==> src/rtl/scpm_pkg.sv <==
// scpm_pkg: constants and types of the smart card function power-management config registers
// assumes: one clock domain (mclk), configuration accesses addressed by dword index
package scpm_pkg;

  // dword indices of configuration space (byte offset / 4)
  localparam logic [5:0]  SCPM_DW_SUBSYS_HDR   = 6'h0B;   // 2Ch/2Eh header alias
  localparam logic [5:0]  SCPM_DW_CAP_HDR      = 6'h11;   // 44h/46h
  localparam logic [5:0]  SCPM_DW_PM_CSR       = 6'h12;   // 48h/4Ah/4Bh
  localparam logic [5:0]  SCPM_DW_GEN_CTL      = 6'h13;   // 4Ch
  localparam logic [5:0]  SCPM_DW_SUBSYS_ALIAS = 6'h14;   // 50h

  // byte offsets as printed
  localparam logic [7:0]  SCPM_OFS_PM_CSR      = 8'h48;
  localparam logic [7:0]  SCPM_OFS_BRIDGE_EXT  = 8'h4A;
  localparam logic [7:0]  SCPM_OFS_DATA_BYTE   = 8'h4B;
  localparam logic [7:0]  SCPM_OFS_GEN_CTL     = 8'h4C;
  localparam logic [7:0]  SCPM_OFS_SUBSYS      = 8'h50;

  // power management control/status fields
  localparam int          SCPM_PMCSR_STAT_BIT  = 15;
  localparam int          SCPM_PMCSR_EN_BIT    = 8;
  localparam int          SCPM_PMCSR_STATE_LSB = 0;

  // general control fields
  localparam int          SCPM_GC_INTSEL_LSB   = 5;
  localparam int          SCPM_GC_COLD_BIT     = 4;

  // reset and fixed values
  localparam logic [15:0] SCPM_PMCSR_RST       = 16'h0000;
  localparam logic [7:0]  SCPM_BRIDGE_EXT_VAL  = 8'h00;
  localparam logic [7:0]  SCPM_DATA_BYTE_VAL   = 8'h00;
  localparam logic [7:0]  SCPM_GC_RST          = 8'h00;
  localparam logic [31:0] SCPM_SUBSYS_RST      = 32'h0000_0000;
  localparam logic [15:0] SCPM_CAP_ID_NEXT     = 16'h0001;
  localparam logic [3:0]  SCPM_WAKE_STATES     = 4'hF;
  localparam logic [2:0]  SCPM_AUX_SELF        = 3'h0;
  localparam logic [2:0]  SCPM_AUX_55MA        = 3'h1;
  localparam logic [2:0]  SCPM_PM_VERSION      = 3'h2;
  localparam logic [31:0] SCPM_UNMAPPED_DATA   = 32'h0000_0000;

  // strap synchroniser depth
  localparam int          SCPM_SYNC_STAGES     = 2;

  typedef enum logic [1:0] {
    SCPM_D0    = 2'h0,
    SCPM_D1    = 2'h1,
    SCPM_D2    = 2'h2,
    SCPM_D3HOT = 2'h3
  } scpm_pstate_t;

  typedef enum logic [1:0] {
    SCPM_INTA = 2'h0,
    SCPM_INTB = 2'h1,
    SCPM_INTC = 2'h2,
    SCPM_INTD = 2'h3
  } scpm_int_line_t;

  // one configuration request, taken in the cycle req is high
  typedef struct packed {
    logic        req;
    logic        we;
    logic [5:0]  dw;
    logic [3:0]  be;
    logic [31:0] wdata;
  } scpm_cfg_req_t;

  // configuration answer
  typedef struct packed {
    logic        ack;
    logic [31:0] rdata;
  } scpm_cfg_rsp_t;

endpackage

==> src/rtl/scpm_sync.sv <==
// scpm_sync: multi-bit two-flop level synchroniser for pin inputs
// assumes: each bit is an independent level, mclk domain on the output side
`timescale 1ns/1ps
`default_nettype none

module scpm_sync
  import scpm_pkg::*;
#(
  parameter int WIDTH = 4
) (
  input  wire logic             mclk,
  input  wire logic             rst_n,
  input  wire logic [WIDTH-1:0] async_in,
  output logic      [WIDTH-1:0] sync_out
);

  // -----------------------------------------------------------------
  // two stages; first stage feeds only the second
  // -----------------------------------------------------------------
  logic [WIDTH-1:0] meta_r;
  logic [WIDTH-1:0] stable_r;

  always_ff @(posedge mclk or negedge rst_n) begin
    if (!rst_n) begin
      meta_r   <= '0;
      stable_r <= '0;
    end else begin
      meta_r   <= async_in;
      stable_r <= meta_r;
    end
  end

  assign sync_out = stable_r;

endmodule

`default_nettype wire

==> src/rtl/scpm_pm_regs.sv <==
// scpm_pm_regs: power-management and general control config registers of the smart card function
// assumes: rst_n is the global reset pin; config requests and wake/irq inputs are mclk-synchronous;
// interrupt-routing straps come from pins and are synchronised here
`timescale 1ns/1ps
`default_nettype none

// Notes on behaviour
// - The control/status register keeps its contents across the internal reset made when leaving D3hot for D0.
// - Bit 15 of the control/status register is a wake status flag that resets to zero, is set by hardware and cleared by software.
// - The data-scale field (bits 14-13) and the data-select field (bits 12-9) always read zero.
// - Bit 8 is a read/write wake enable, and the wake output is asserted only if it was set in the previous cycle.
// - Bits 7-2 of the control/status register read zero and ignore writes.
// - Bits 1-0 report the current power state as 00 D0, 01 D1, 10 D2, 11 D3hot.
// - A host write of an encoding to the power state field moves the function to that state, which later reads report.
// - Wake status, wake enable, power state, interrupt select and cold-off wake support clear only on the global reset pin.
// - The bridge extension byte at 4Ah and the data byte at 4Bh are read-only and always read zero.
// - Interrupt select in bits 6-5 chooses INTA to INTD as 00 to 11, and the interrupt pin value follows it.
// - If any interrupt-routing strap is asserted the select field is ignored and the strap picks the line.
// - The cold-off wake support bit 4 of general control is mirrored into the capabilities register's wake capable bit.
// - General control bit 7 and bits 3-0 read zero, and the register resets to zero.
// - Bits 31-16 of the subsystem alias register appear as the subsystem device ID at offset 2Eh.
// - Bits 15-0 of the subsystem alias register appear as the subsystem vendor ID at offset 2Ch.
// - The auxiliary current field reads 000 while cold-off wake support is clear and 001 while it is set.
module scpm_pm_regs
  import scpm_pkg::*;
(
  input  wire logic          mclk,
  input  wire logic          rst_n,
  input  wire scpm_cfg_req_t cfg_req,
  output scpm_cfg_rsp_t      cfg_rsp,
  input  wire logic          wake_event_in,
  input  wire logic          func_irq,
  input  wire logic [3:0]    interrupt_route_straps,
  output logic               wake_pin_out,
  output logic               wake_pin_oe,
  output logic [3:0]         int_pin_out,
  output logic [3:0]         int_pin_oe,
  output logic [7:0]         int_pin_value,
  output logic [1:0]         power_state_field,
  output logic               func_reset,
  output logic [15:0]        subsys_vendor_ident,
  output logic [15:0]        subsys_device_ident,
  output logic               cold_off_wake_capable
);

  // -----------------------------------------------------------------
  // storage
  // -----------------------------------------------------------------
  logic                 wake_event_status_r;
  logic                 wake_event_enable_r;
  scpm_pstate_t         power_state_r;
  logic [1:0]           int_sel_r;
  logic                 cold_off_wake_support_ctl_r;
  logic [31:0]          subsys_alias_r;
  logic                 func_reset_r;
  scpm_cfg_rsp_t        rsp_r;
  logic                 wake_oe_r;
  logic [3:0]           int_oe_r;
  logic [3:0]           straps_s;

  // -----------------------------------------------------------------
  // access decode
  // -----------------------------------------------------------------
  logic                 wr_pmcsr;
  logic                 wr_gc;
  logic                 wr_alias;
  logic                 clr_status;
  logic                 leave_d3hot;
  logic [15:0]          pmcsr_view;
  logic [15:0]          caps_view;
  logic [7:0]           gc_view;
  logic [2:0]           aux_current;
  scpm_int_line_t       route;
  logic [31:0]          rdata_nxt;

  assign wr_pmcsr    = cfg_req.req && cfg_req.we && (cfg_req.dw == SCPM_DW_PM_CSR);
  assign wr_gc       = cfg_req.req && cfg_req.we && (cfg_req.dw == SCPM_DW_GEN_CTL);
  assign wr_alias    = cfg_req.req && cfg_req.we && (cfg_req.dw == SCPM_DW_SUBSYS_ALIAS);

  // write one to bit 15 clears wake status
  assign clr_status  = wr_pmcsr && cfg_req.be[1] && cfg_req.wdata[SCPM_PMCSR_STAT_BIT];

  // D3hot to D0 transition triggers the function's internal reset
  assign leave_d3hot = wr_pmcsr && cfg_req.be[0] && (power_state_r == SCPM_D3HOT)
                       && (cfg_req.wdata[SCPM_PMCSR_STATE_LSB +: 2] == SCPM_D0);

  // -----------------------------------------------------------------
  // strap synchroniser
  // -----------------------------------------------------------------
  scpm_sync #(
    .WIDTH (4)
  ) u_strap_sync (
    .mclk     (mclk),
    .rst_n    (rst_n),
    .async_in (interrupt_route_straps),
    .sync_out (straps_s)
  );

  // -----------------------------------------------------------------
  // wake status and enable
  // -----------------------------------------------------------------
  // only the global reset pin clears these; the internal reset does not
  always_ff @(posedge mclk or negedge rst_n) begin
    if (!rst_n) begin
      wake_event_status_r <= SCPM_PMCSR_RST[SCPM_PMCSR_STAT_BIT];
    end else if (wake_event_in) begin
      wake_event_status_r <= 1'b1;
    end else if (clr_status) begin
      wake_event_status_r <= 1'b0;
    end
  end

  always_ff @(posedge mclk or negedge rst_n) begin
    if (!rst_n) begin
      wake_event_enable_r <= SCPM_PMCSR_RST[SCPM_PMCSR_EN_BIT];
    end else if (wr_pmcsr && cfg_req.be[1]) begin
      wake_event_enable_r <= cfg_req.wdata[SCPM_PMCSR_EN_BIT];
    end
  end

  // -----------------------------------------------------------------
  // power state
  // -----------------------------------------------------------------
  always_ff @(posedge mclk or negedge rst_n) begin
    if (!rst_n) begin
      power_state_r <= SCPM_D0;
    end else if (wr_pmcsr && cfg_req.be[0]) begin
      power_state_r <= scpm_pstate_t'(cfg_req.wdata[SCPM_PMCSR_STATE_LSB +: 2]);
    end
  end

  // one-cycle internal reset pulse on leaving D3hot
  always_ff @(posedge mclk or negedge rst_n) begin
    if (!rst_n) begin
      func_reset_r <= 1'b0;
    end else begin
      func_reset_r <= leave_d3hot;
    end
  end

  // -----------------------------------------------------------------
  // general control
  // -----------------------------------------------------------------
  always_ff @(posedge mclk or negedge rst_n) begin
    if (!rst_n) begin
      int_sel_r <= SCPM_GC_RST[SCPM_GC_INTSEL_LSB +: 2];
    end else if (wr_gc && cfg_req.be[0]) begin
      int_sel_r <= cfg_req.wdata[SCPM_GC_INTSEL_LSB +: 2];
    end
  end

  always_ff @(posedge mclk or negedge rst_n) begin
    if (!rst_n) begin
      cold_off_wake_support_ctl_r <= SCPM_GC_RST[SCPM_GC_COLD_BIT];
    end else if (wr_gc && cfg_req.be[0]) begin
      cold_off_wake_support_ctl_r <= cfg_req.wdata[SCPM_GC_COLD_BIT];
    end
  end

  // -----------------------------------------------------------------
  // subsystem alias
  // -----------------------------------------------------------------
  // not sticky: the internal reset returns it to its default
  always_ff @(posedge mclk or negedge rst_n) begin
    if (!rst_n) begin
      subsys_alias_r <= SCPM_SUBSYS_RST;
    end else if (func_reset_r) begin
      subsys_alias_r <= SCPM_SUBSYS_RST;
    end else if (wr_alias) begin
      for (int b = 0; b < 4; b++) begin
        if (cfg_req.be[b]) begin
          subsys_alias_r[8*b +: 8] <= cfg_req.wdata[8*b +: 8];
        end
      end
    end
  end

  // -----------------------------------------------------------------
  // register views
  // -----------------------------------------------------------------
  // internal reset touches none of these fields
  always_comb begin
    pmcsr_view                             = SCPM_PMCSR_RST;
    pmcsr_view[SCPM_PMCSR_STAT_BIT]        = wake_event_status_r;
    pmcsr_view[SCPM_PMCSR_EN_BIT]          = wake_event_enable_r;
    pmcsr_view[SCPM_PMCSR_STATE_LSB +: 2]  = power_state_r;
  end

  assign aux_current = cold_off_wake_support_ctl_r ? SCPM_AUX_55MA : SCPM_AUX_SELF;

  always_comb begin
    caps_view = {cold_off_wake_support_ctl_r, SCPM_WAKE_STATES, 1'b1, 1'b1, aux_current,
                 3'h0, SCPM_PM_VERSION};
  end

  always_comb begin
    gc_view                               = SCPM_GC_RST;
    gc_view[SCPM_GC_INTSEL_LSB +: 2]      = int_sel_r;
    gc_view[SCPM_GC_COLD_BIT]             = cold_off_wake_support_ctl_r;
  end

  // -----------------------------------------------------------------
  // read mux
  // -----------------------------------------------------------------
  always_comb begin
    case (cfg_req.dw)
      SCPM_DW_SUBSYS_HDR: begin
        rdata_nxt = subsys_alias_r;
      end
      SCPM_DW_CAP_HDR: begin
        rdata_nxt = {caps_view, SCPM_CAP_ID_NEXT};
      end
      SCPM_DW_PM_CSR: begin
        rdata_nxt = {SCPM_DATA_BYTE_VAL, SCPM_BRIDGE_EXT_VAL, pmcsr_view};
      end
      SCPM_DW_GEN_CTL: begin
        rdata_nxt = {24'h00_0000, gc_view};
      end
      SCPM_DW_SUBSYS_ALIAS: begin
        rdata_nxt = subsys_alias_r;
      end
      default: begin
        rdata_nxt = SCPM_UNMAPPED_DATA;
      end
    endcase
  end

  // one-cycle answer to every request; read data only on reads
  always_ff @(posedge mclk or negedge rst_n) begin
    if (!rst_n) begin
      rsp_r <= '0;
    end else begin
      rsp_r.ack <= cfg_req.req;
      if (cfg_req.req && !cfg_req.we) begin
        rsp_r.rdata <= rdata_nxt;
      end
    end
  end

  // -----------------------------------------------------------------
  // interrupt routing
  // -----------------------------------------------------------------
  // lowest asserted strap wins over the select field
  always_comb begin
    route = scpm_int_line_t'(int_sel_r);
    for (int i = 3; i >= 0; i--) begin
      if (straps_s[i]) begin
        route = scpm_int_line_t'(i[1:0]);
      end
    end
  end

  always_ff @(posedge mclk or negedge rst_n) begin
    if (!rst_n) begin
      int_oe_r <= 4'h0;
    end else begin
      for (int i = 0; i < 4; i++) begin
        int_oe_r[i] <= func_irq && (route == scpm_int_line_t'(i[1:0]));
      end
    end
  end

  // -----------------------------------------------------------------
  // wake output
  // -----------------------------------------------------------------
  always_ff @(posedge mclk or negedge rst_n) begin
    if (!rst_n) begin
      wake_oe_r <= 1'b0;
    end else begin
      wake_oe_r <= wake_event_status_r && wake_event_enable_r && !clr_status;
    end
  end

  // -----------------------------------------------------------------
  // outputs
  // -----------------------------------------------------------------
  assign cfg_rsp               = rsp_r;
  assign wake_pin_out          = 1'b0;
  assign wake_pin_oe           = wake_oe_r;
  assign int_pin_out           = 4'h0;
  assign int_pin_oe            = int_oe_r;
  assign int_pin_value         = {6'h00, route} + 8'h01;
  assign power_state_field     = power_state_r;
  assign func_reset            = func_reset_r;
  assign subsys_vendor_ident   = subsys_alias_r[15:0];
  assign subsys_device_ident   = subsys_alias_r[31:16];
  assign cold_off_wake_capable = cold_off_wake_support_ctl_r;

endmodule

`default_nettype wire

==> config.mk <==
export PLATFORM = sky130hd
export DESIGN_NAME = scpm_pm_regs
export DESIGN_NICKNAME = d
export VERILOG_FILES = /design/src/rtl/scpm_pkg.sv /design/src/rtl/scpm_sync.sv /design/src/rtl/scpm_pm_regs.sv
export SDC_FILE = /design/constraint.sdc
export NUM_CORES = 1
export LEC_CHECK = 0
export ABC_AREA = 1
export BUFFER_PORTS_ARGS = -buffer_cell sky130_fd_sc_hd__buf_4
export CAP_MARGIN = 25
export CORE_AREA = 2 2 101 103
export DETAILED_ROUTE_END_ITERATION = 12
export DIE_AREA = 0 0 103 105
export PLACE_DENSITY = 0.66
export SYNTH_ARGS = -nofsm -noshare
export SYNTH_HDL_FRONTEND = slang
export SYNTH_HIERARCHICAL = 1
export SYNTH_SLANG_ARGS = --single-unit
==> constraint.sdc <==
create_clock -name mclk -period 4 [get_ports mclk]
set_input_delay 0.8 -clock mclk [delete_from_list [all_inputs] [get_ports mclk]]
set_output_delay 0.8 -clock mclk [all_outputs]
set_load 0.02 [all_outputs]
==> Word-level counts from Yosys, hierarchy flattened <==
Cells that the tools add are included.
{ "word_totals": {"ff_bits": 86, "input_bits": 52, "output_inout_bits": 87, "wordCells": 72} }
{ "classes": {"addsub": 1, "n_eq_ne": 9, "mux": 14, "reduce_logical": 32} }
{ "op_table": {"columns": ["operator", "n"], "rows": [
  ["$pmux 32 s4", 1],
  ["$mux 32", 2],
  ["$mux 8", 4],
  ["$eq 6x5->1 const B", 4],
  ["$logic_and 1x1->1", 17],
  ["$reduce_bool 2->1", 6],
  ["$mux 2", 4],
  ["$reduce_and 2->1", 4],
  ["$eq 2x2->1 const B", 3],
  ["$eq 6x4->1 const B", 1],
  ["$logic_not 2->1", 2],
  ["$add 2x1->3 const B", 1],
  ["$mux 1", 3],
  ["$eq 2x1->1 const B", 1],
  ["$logic_not 1->1", 2],
  ["$reduce_or 2->1", 1]
]} }

==> Logic depth before layout (Yosys ltp) <==
{ "logic_depth": {"depth_word": 6, "ltp_mapped": 10, "depth_no_buf": 9} }

==> Modules after synthesis <==
Netlist, hierarchy kept.
{ "modules_own_cells": {"columns": ["module", "n_inst", "cells_each", "area_each_um2"], "rows": [
  ["scpm_pm_regs", 1, 426, 3595.9],
  ["scpm_sync", 1, 8, 200.2]
]} }

==> Worst setup path before layout <==
OpenSTA, ideal clock, no wires.
{ "synth_timing": {"path_kind": "register to output", "startpoint": "register u_strap_sync.stable_r[1], in the netlist u_strap_sync/sync_out[1]", "endpoint": "output int_pin_value[1]", "arrival_ps": 1147, "t_required_ps": 3200, "setup_slack_ps": 2053, "path_stages_with_launch": 5, "cell_sequence": "dfrtp_1 nor3_1 inv_1 ha_1 inv_1"} }
{ "synth_between": {"elab_chain_len": 3} }
{ "synth_rtl": {"columns": ["item", "line_no", "source"], "rows": [
  ["start: declaration", "scpm_sync.sv:21", "logic [WIDTH-1:0] stable_r;"],
  ["start signal: assignment", "scpm_sync.sv:29", "stable_r <= meta_r;"],
  ["$mux 2 (2 in a row)", "scpm_pm_regs.sv:247", "if (straps_s[i]) begin"],
  ["$add 2x1->3", "scpm_pm_regs.sv:282", "assign int_pin_value = {6'h00, route} + 8'h01;"],
  ["end: declaration", "scpm_pm_regs.sv:38", "output logic [7:0] int_pin_value,"]
]} }
No other way between the ends.

==> Final worst setup path <==
{ "layout_timing": {"startpoint": "register int_sel_r[1]", "endpoint": "output int_pin_value[1]"} }
{ "layout_between": {"elab_chain_len": 5} }
{ "layout_rtl": {"columns": ["item", "line_no", "source"], "rows": [
  ["start: declaration", "scpm_pm_regs.sv:52", "logic [1:0] int_sel_r;"],
  ["start signal: assignment", "scpm_pm_regs.sv:146", "int_sel_r <= SCPM_GC_RST[SCPM_GC_INTSEL_LSB +: 2];"],
  ["start signal: assignment", "scpm_pm_regs.sv:148", "int_sel_r <= cfg_req.wdata[SCPM_GC_INTSEL_LSB +: 2];"],
  ["$mux 2 (4 in a row)", "scpm_pm_regs.sv:247", null],
  ["$add 2x1->3", "scpm_pm_regs.sv:282", null]
]} }
No other way between the ends.

==> qor.csv <==
stage,metric,value,unit
logic_synthesis,Synth top cells by count,"nand2_1, dfrtp_1, nand3_1, inv_1, nor2_1",
cts,Worst-Skew Late Latency,0.37,ns
timing,post-layout minimum cycle time,2.54,ns
cts,CTS root buf,clkbuf_8,
final_layout,nets,617,
final_layout,Syn-to-layout area delta,32.1,%
timing,endpoints failing setup,0,
placement,placed cell count,683,
final_layout,Util after Layout,52.0,%
worst_hold_path,hold depth,0,
detailed_routing,DR vias/cell,4.60,
worst_hold_path,WHS Endpoint,u_strap_sync/sync_out[3],
global_route,first-pass GRT wire length,15400,um
logic_synthesis,cell accounting for the most synthesized area,dfrtp_1,
placement,Port Buffers,128,
critical_path,Setup CP Type,reg2out,
logic_synthesis,"EDFF count, synth",0,
detailed_routing,DR top layer,met4,
timing,Fin. Hold Viols,0,
timing,f_max,393,MHz
worst_hold_path,worst hold path class,reg2reg,
cts,CTS tree,built,
floorplanning,Chip Width,103,um
cts,clk sinks,86,
cts,total CTS buffers,9,
critical_path,Worst setup EP type,primary output,
detailed_routing,Post-route DRC,0,
cts,Post-CTS Setup Bufs,0,
detailed_routing,DR pass1 iterations,5,
timing,period utilization,63.6,%
timing,Worst Max-Slew Pin Slew,0.963,ns
pwr,worst vdd ir,0.128,mV
placement,placed cell areas,4850,um2
worst_hold_path,hold_sp,u_strap_sync/meta_r[3],
critical_path,RR Endpoint,subsys_alias_r[24],
global_route,gr ovfl total,0,
critical_path,WP data arrival,1.74,ns
status,status,"finished, final reports clean",
logic_synthesis,top area cells in the synthesized netlist,"dfrtp_1, nand2_1, nand3_1",
timing,hold_ws,0.352,ns
pwr,Power Density,332,nW/um2
placement,Final HPWL DP,7010,um
timing,worst relative slew slack,35.7,%
critical_path,"Req. time, crit path",3.20,ns
final_layout,Finished Layout Cells,699,
detailed_routing,Final ANT Viol Nets,0,
global_route,vias in the first global route,3047,
logic_synthesis,Synth cell types,28,
placement,Final Wtd Congestion,0.801,
detailed_routing,routed wire length per instance,13.5,um
timing,Pins Over Slew Limit,0,
cts,CTS Hold Bufs,0,
floorplanning,Die Span Y,105,um
critical_path,critical path launch point,int_sel_r[1],
logic_synthesis,mean post-synth cell area,8.75,um2
global_route,largest net degree at the start of global routing,50,
logic_synthesis,Synth top area share,56.7,%
detailed_routing,Detailed Route Iter0 Violations,166,
pwr,P_leak,2.94,nW
critical_path,CP startpoint kind,register,
timing,RSZ-0062 raised after global routing,no,
final_layout,final antenna diode count,0,
floorplanning,Starting Density,39.4,%
run,max-cap violations,0,
cts,H-tree Lvls,3,
timing,setup TNS,0,ns
cts,Resized cells post-CTS,0,
logic_synthesis,"Top FF cell, synth",dfrtp_1,
logic_synthesis,sequential-to-total area share from yosys stat,56.7,%
global_route,antenna violations before repair,0,
logic_synthesis,Synth Instances,434,
detailed_routing,Via Count,3215,
critical_path,Reg2Reg Depth,4,
final_layout,fin area,5010,um2
floorplanning,# rows,36,
detailed_routing,WL final,9460,um
critical_path,RR Startpoint,func_reset,
detailed_routing,DR WL met3,407,um
timing,skew final,0.0130,ns
logic_synthesis,synth warn,6,
logic_synthesis,async set-reset flop share out of synthesis,100,%
critical_path,CP max FO,3,
floorplanning,Ports,139,
floorplanning,total die area,10800,um2
critical_path,"setup slack, reg-to-reg",2.66,ns
logic_synthesis,most frequent cell after synthesis,nand2_1,
floorplanning,Core Region,9640,um2
final_layout,layout cell share with drive strength beyond 1,29.5,%
detailed_routing,Met2 Wirelength,4730,um
logic_synthesis,Seq cells post-synth,86,
detailed_routing,wire length on met1,4200,um
cts,clk buf depth,2,
logic_synthesis,Mapped Area,3800,um2
global_route,Overall Global Routing Usage,18.3,%
cts,"CTS clk-pin slew, worst paths",0.07,ns
-- critical path, stage by stage (launching register included) --
cell     delay, ns
dfrtp_1       0.38
nor3_1        0.06
nor3_1        0.35
inv_1         0.13
ha_1          0.29
inv_1         0.03
buf_4         0.14
-- per-stage QoR --
| stage | setup WS (ns) | power, mW |
|---|---|---|
| final | 1.46 | 1.66 |
| after global routing | 1.38 | 1.74 |
| after CTS | 1.44 | 1.68 |
| after detailed placement | 1.70 | 1.14 |
| after global placement | 1.73 | 1.13 |
| after floorplan | 2.05 | 1.03 |
-- state kept, by name, summed over array words and instances (netlist names) --
signal	cells
cfg_rsp	33
subsys_alias_r	32
int_pin_oe	4
u_strap_sync/meta_r	4
u_strap_sync/sync_out	4
int_sel_r	2
power_state_field	2
cold_off_wake_capable	1
func_reset	1
wake_event_enable_r	1
wake_event_status_r	1
wake_pin_oe	1
-- per-layer routing --
| metal | up-vias | GRT usage [%] |
|---|---|---|
| met3 | 8 | 3.08 |
| met4 | 0 | 7.33 |
| met5 | - | 0 |
| li1 | 1606 | - |
| met1 | 1506 | 24.6 |
| met2 | 95 | 29.3 |
-- kinds of logic (layout without fill, tap and decap cells) --
group	count (synthesis)	count (layout)	synth area share, %
fa+ha+maj	4	4	1.32
flops	86	86	56.7
buf+inv	57	180	7.18
other cells	1	10	0.0988
compound gates	13	13	1.78
simple gates	273	273	32.9
-- cell usage in the layout (no fill, tap or decap), types with 2 or more instances in the layout --
cell / count
dfrtp_1: 86
buf_4: 130
nor2_8: 2
nand3_2: 2
o21ai_0: 5
nor2_4: 3
nor3_1: 3
conb_1: 10
clkinv_2: 3
clkbuf_8: 10
o21ai_1: 5
nand2_2: 3
nand3_1: 72
nor2_1: 12
clkbuf_1: 2
a21oi_1: 2
nor2_2: 4
nand2_1: 167
ha_1: 4
inv_1: 28
inv_2: 4
-- power by group --
group,internal [mW],switching [mW]
clock network,0.240,0.304
logic,0.0823,0.118
registers,0.897,0.0217
total,1.22,0.444
-- final cells by class --
type | count | area, um2
multi-input cells | 300 | 1410
clock buffers | 12 | 145
well taps | 133 | 166
fillers | 962 | 4630
flip-flops and latches | 86 | 2150
inverters | 33 | 124
repair buffers | 131 | 996
clock inverters | 4 | 22.5
-- worst max-delay path by stage --
stage / end / slack [ns]
after global routing: int_pin_value[1] / 1.38
after global placement: cfg_rsp[8] / 1.73
after floorplan: int_pin_value[1] / 2.05
after detailed placement: cfg_rsp[8] / 1.70
after CTS: int_pin_value[1] / 1.44
final: int_pin_value[1] / 1.46
Note: power is estimated with default switching activity, not from simulation.
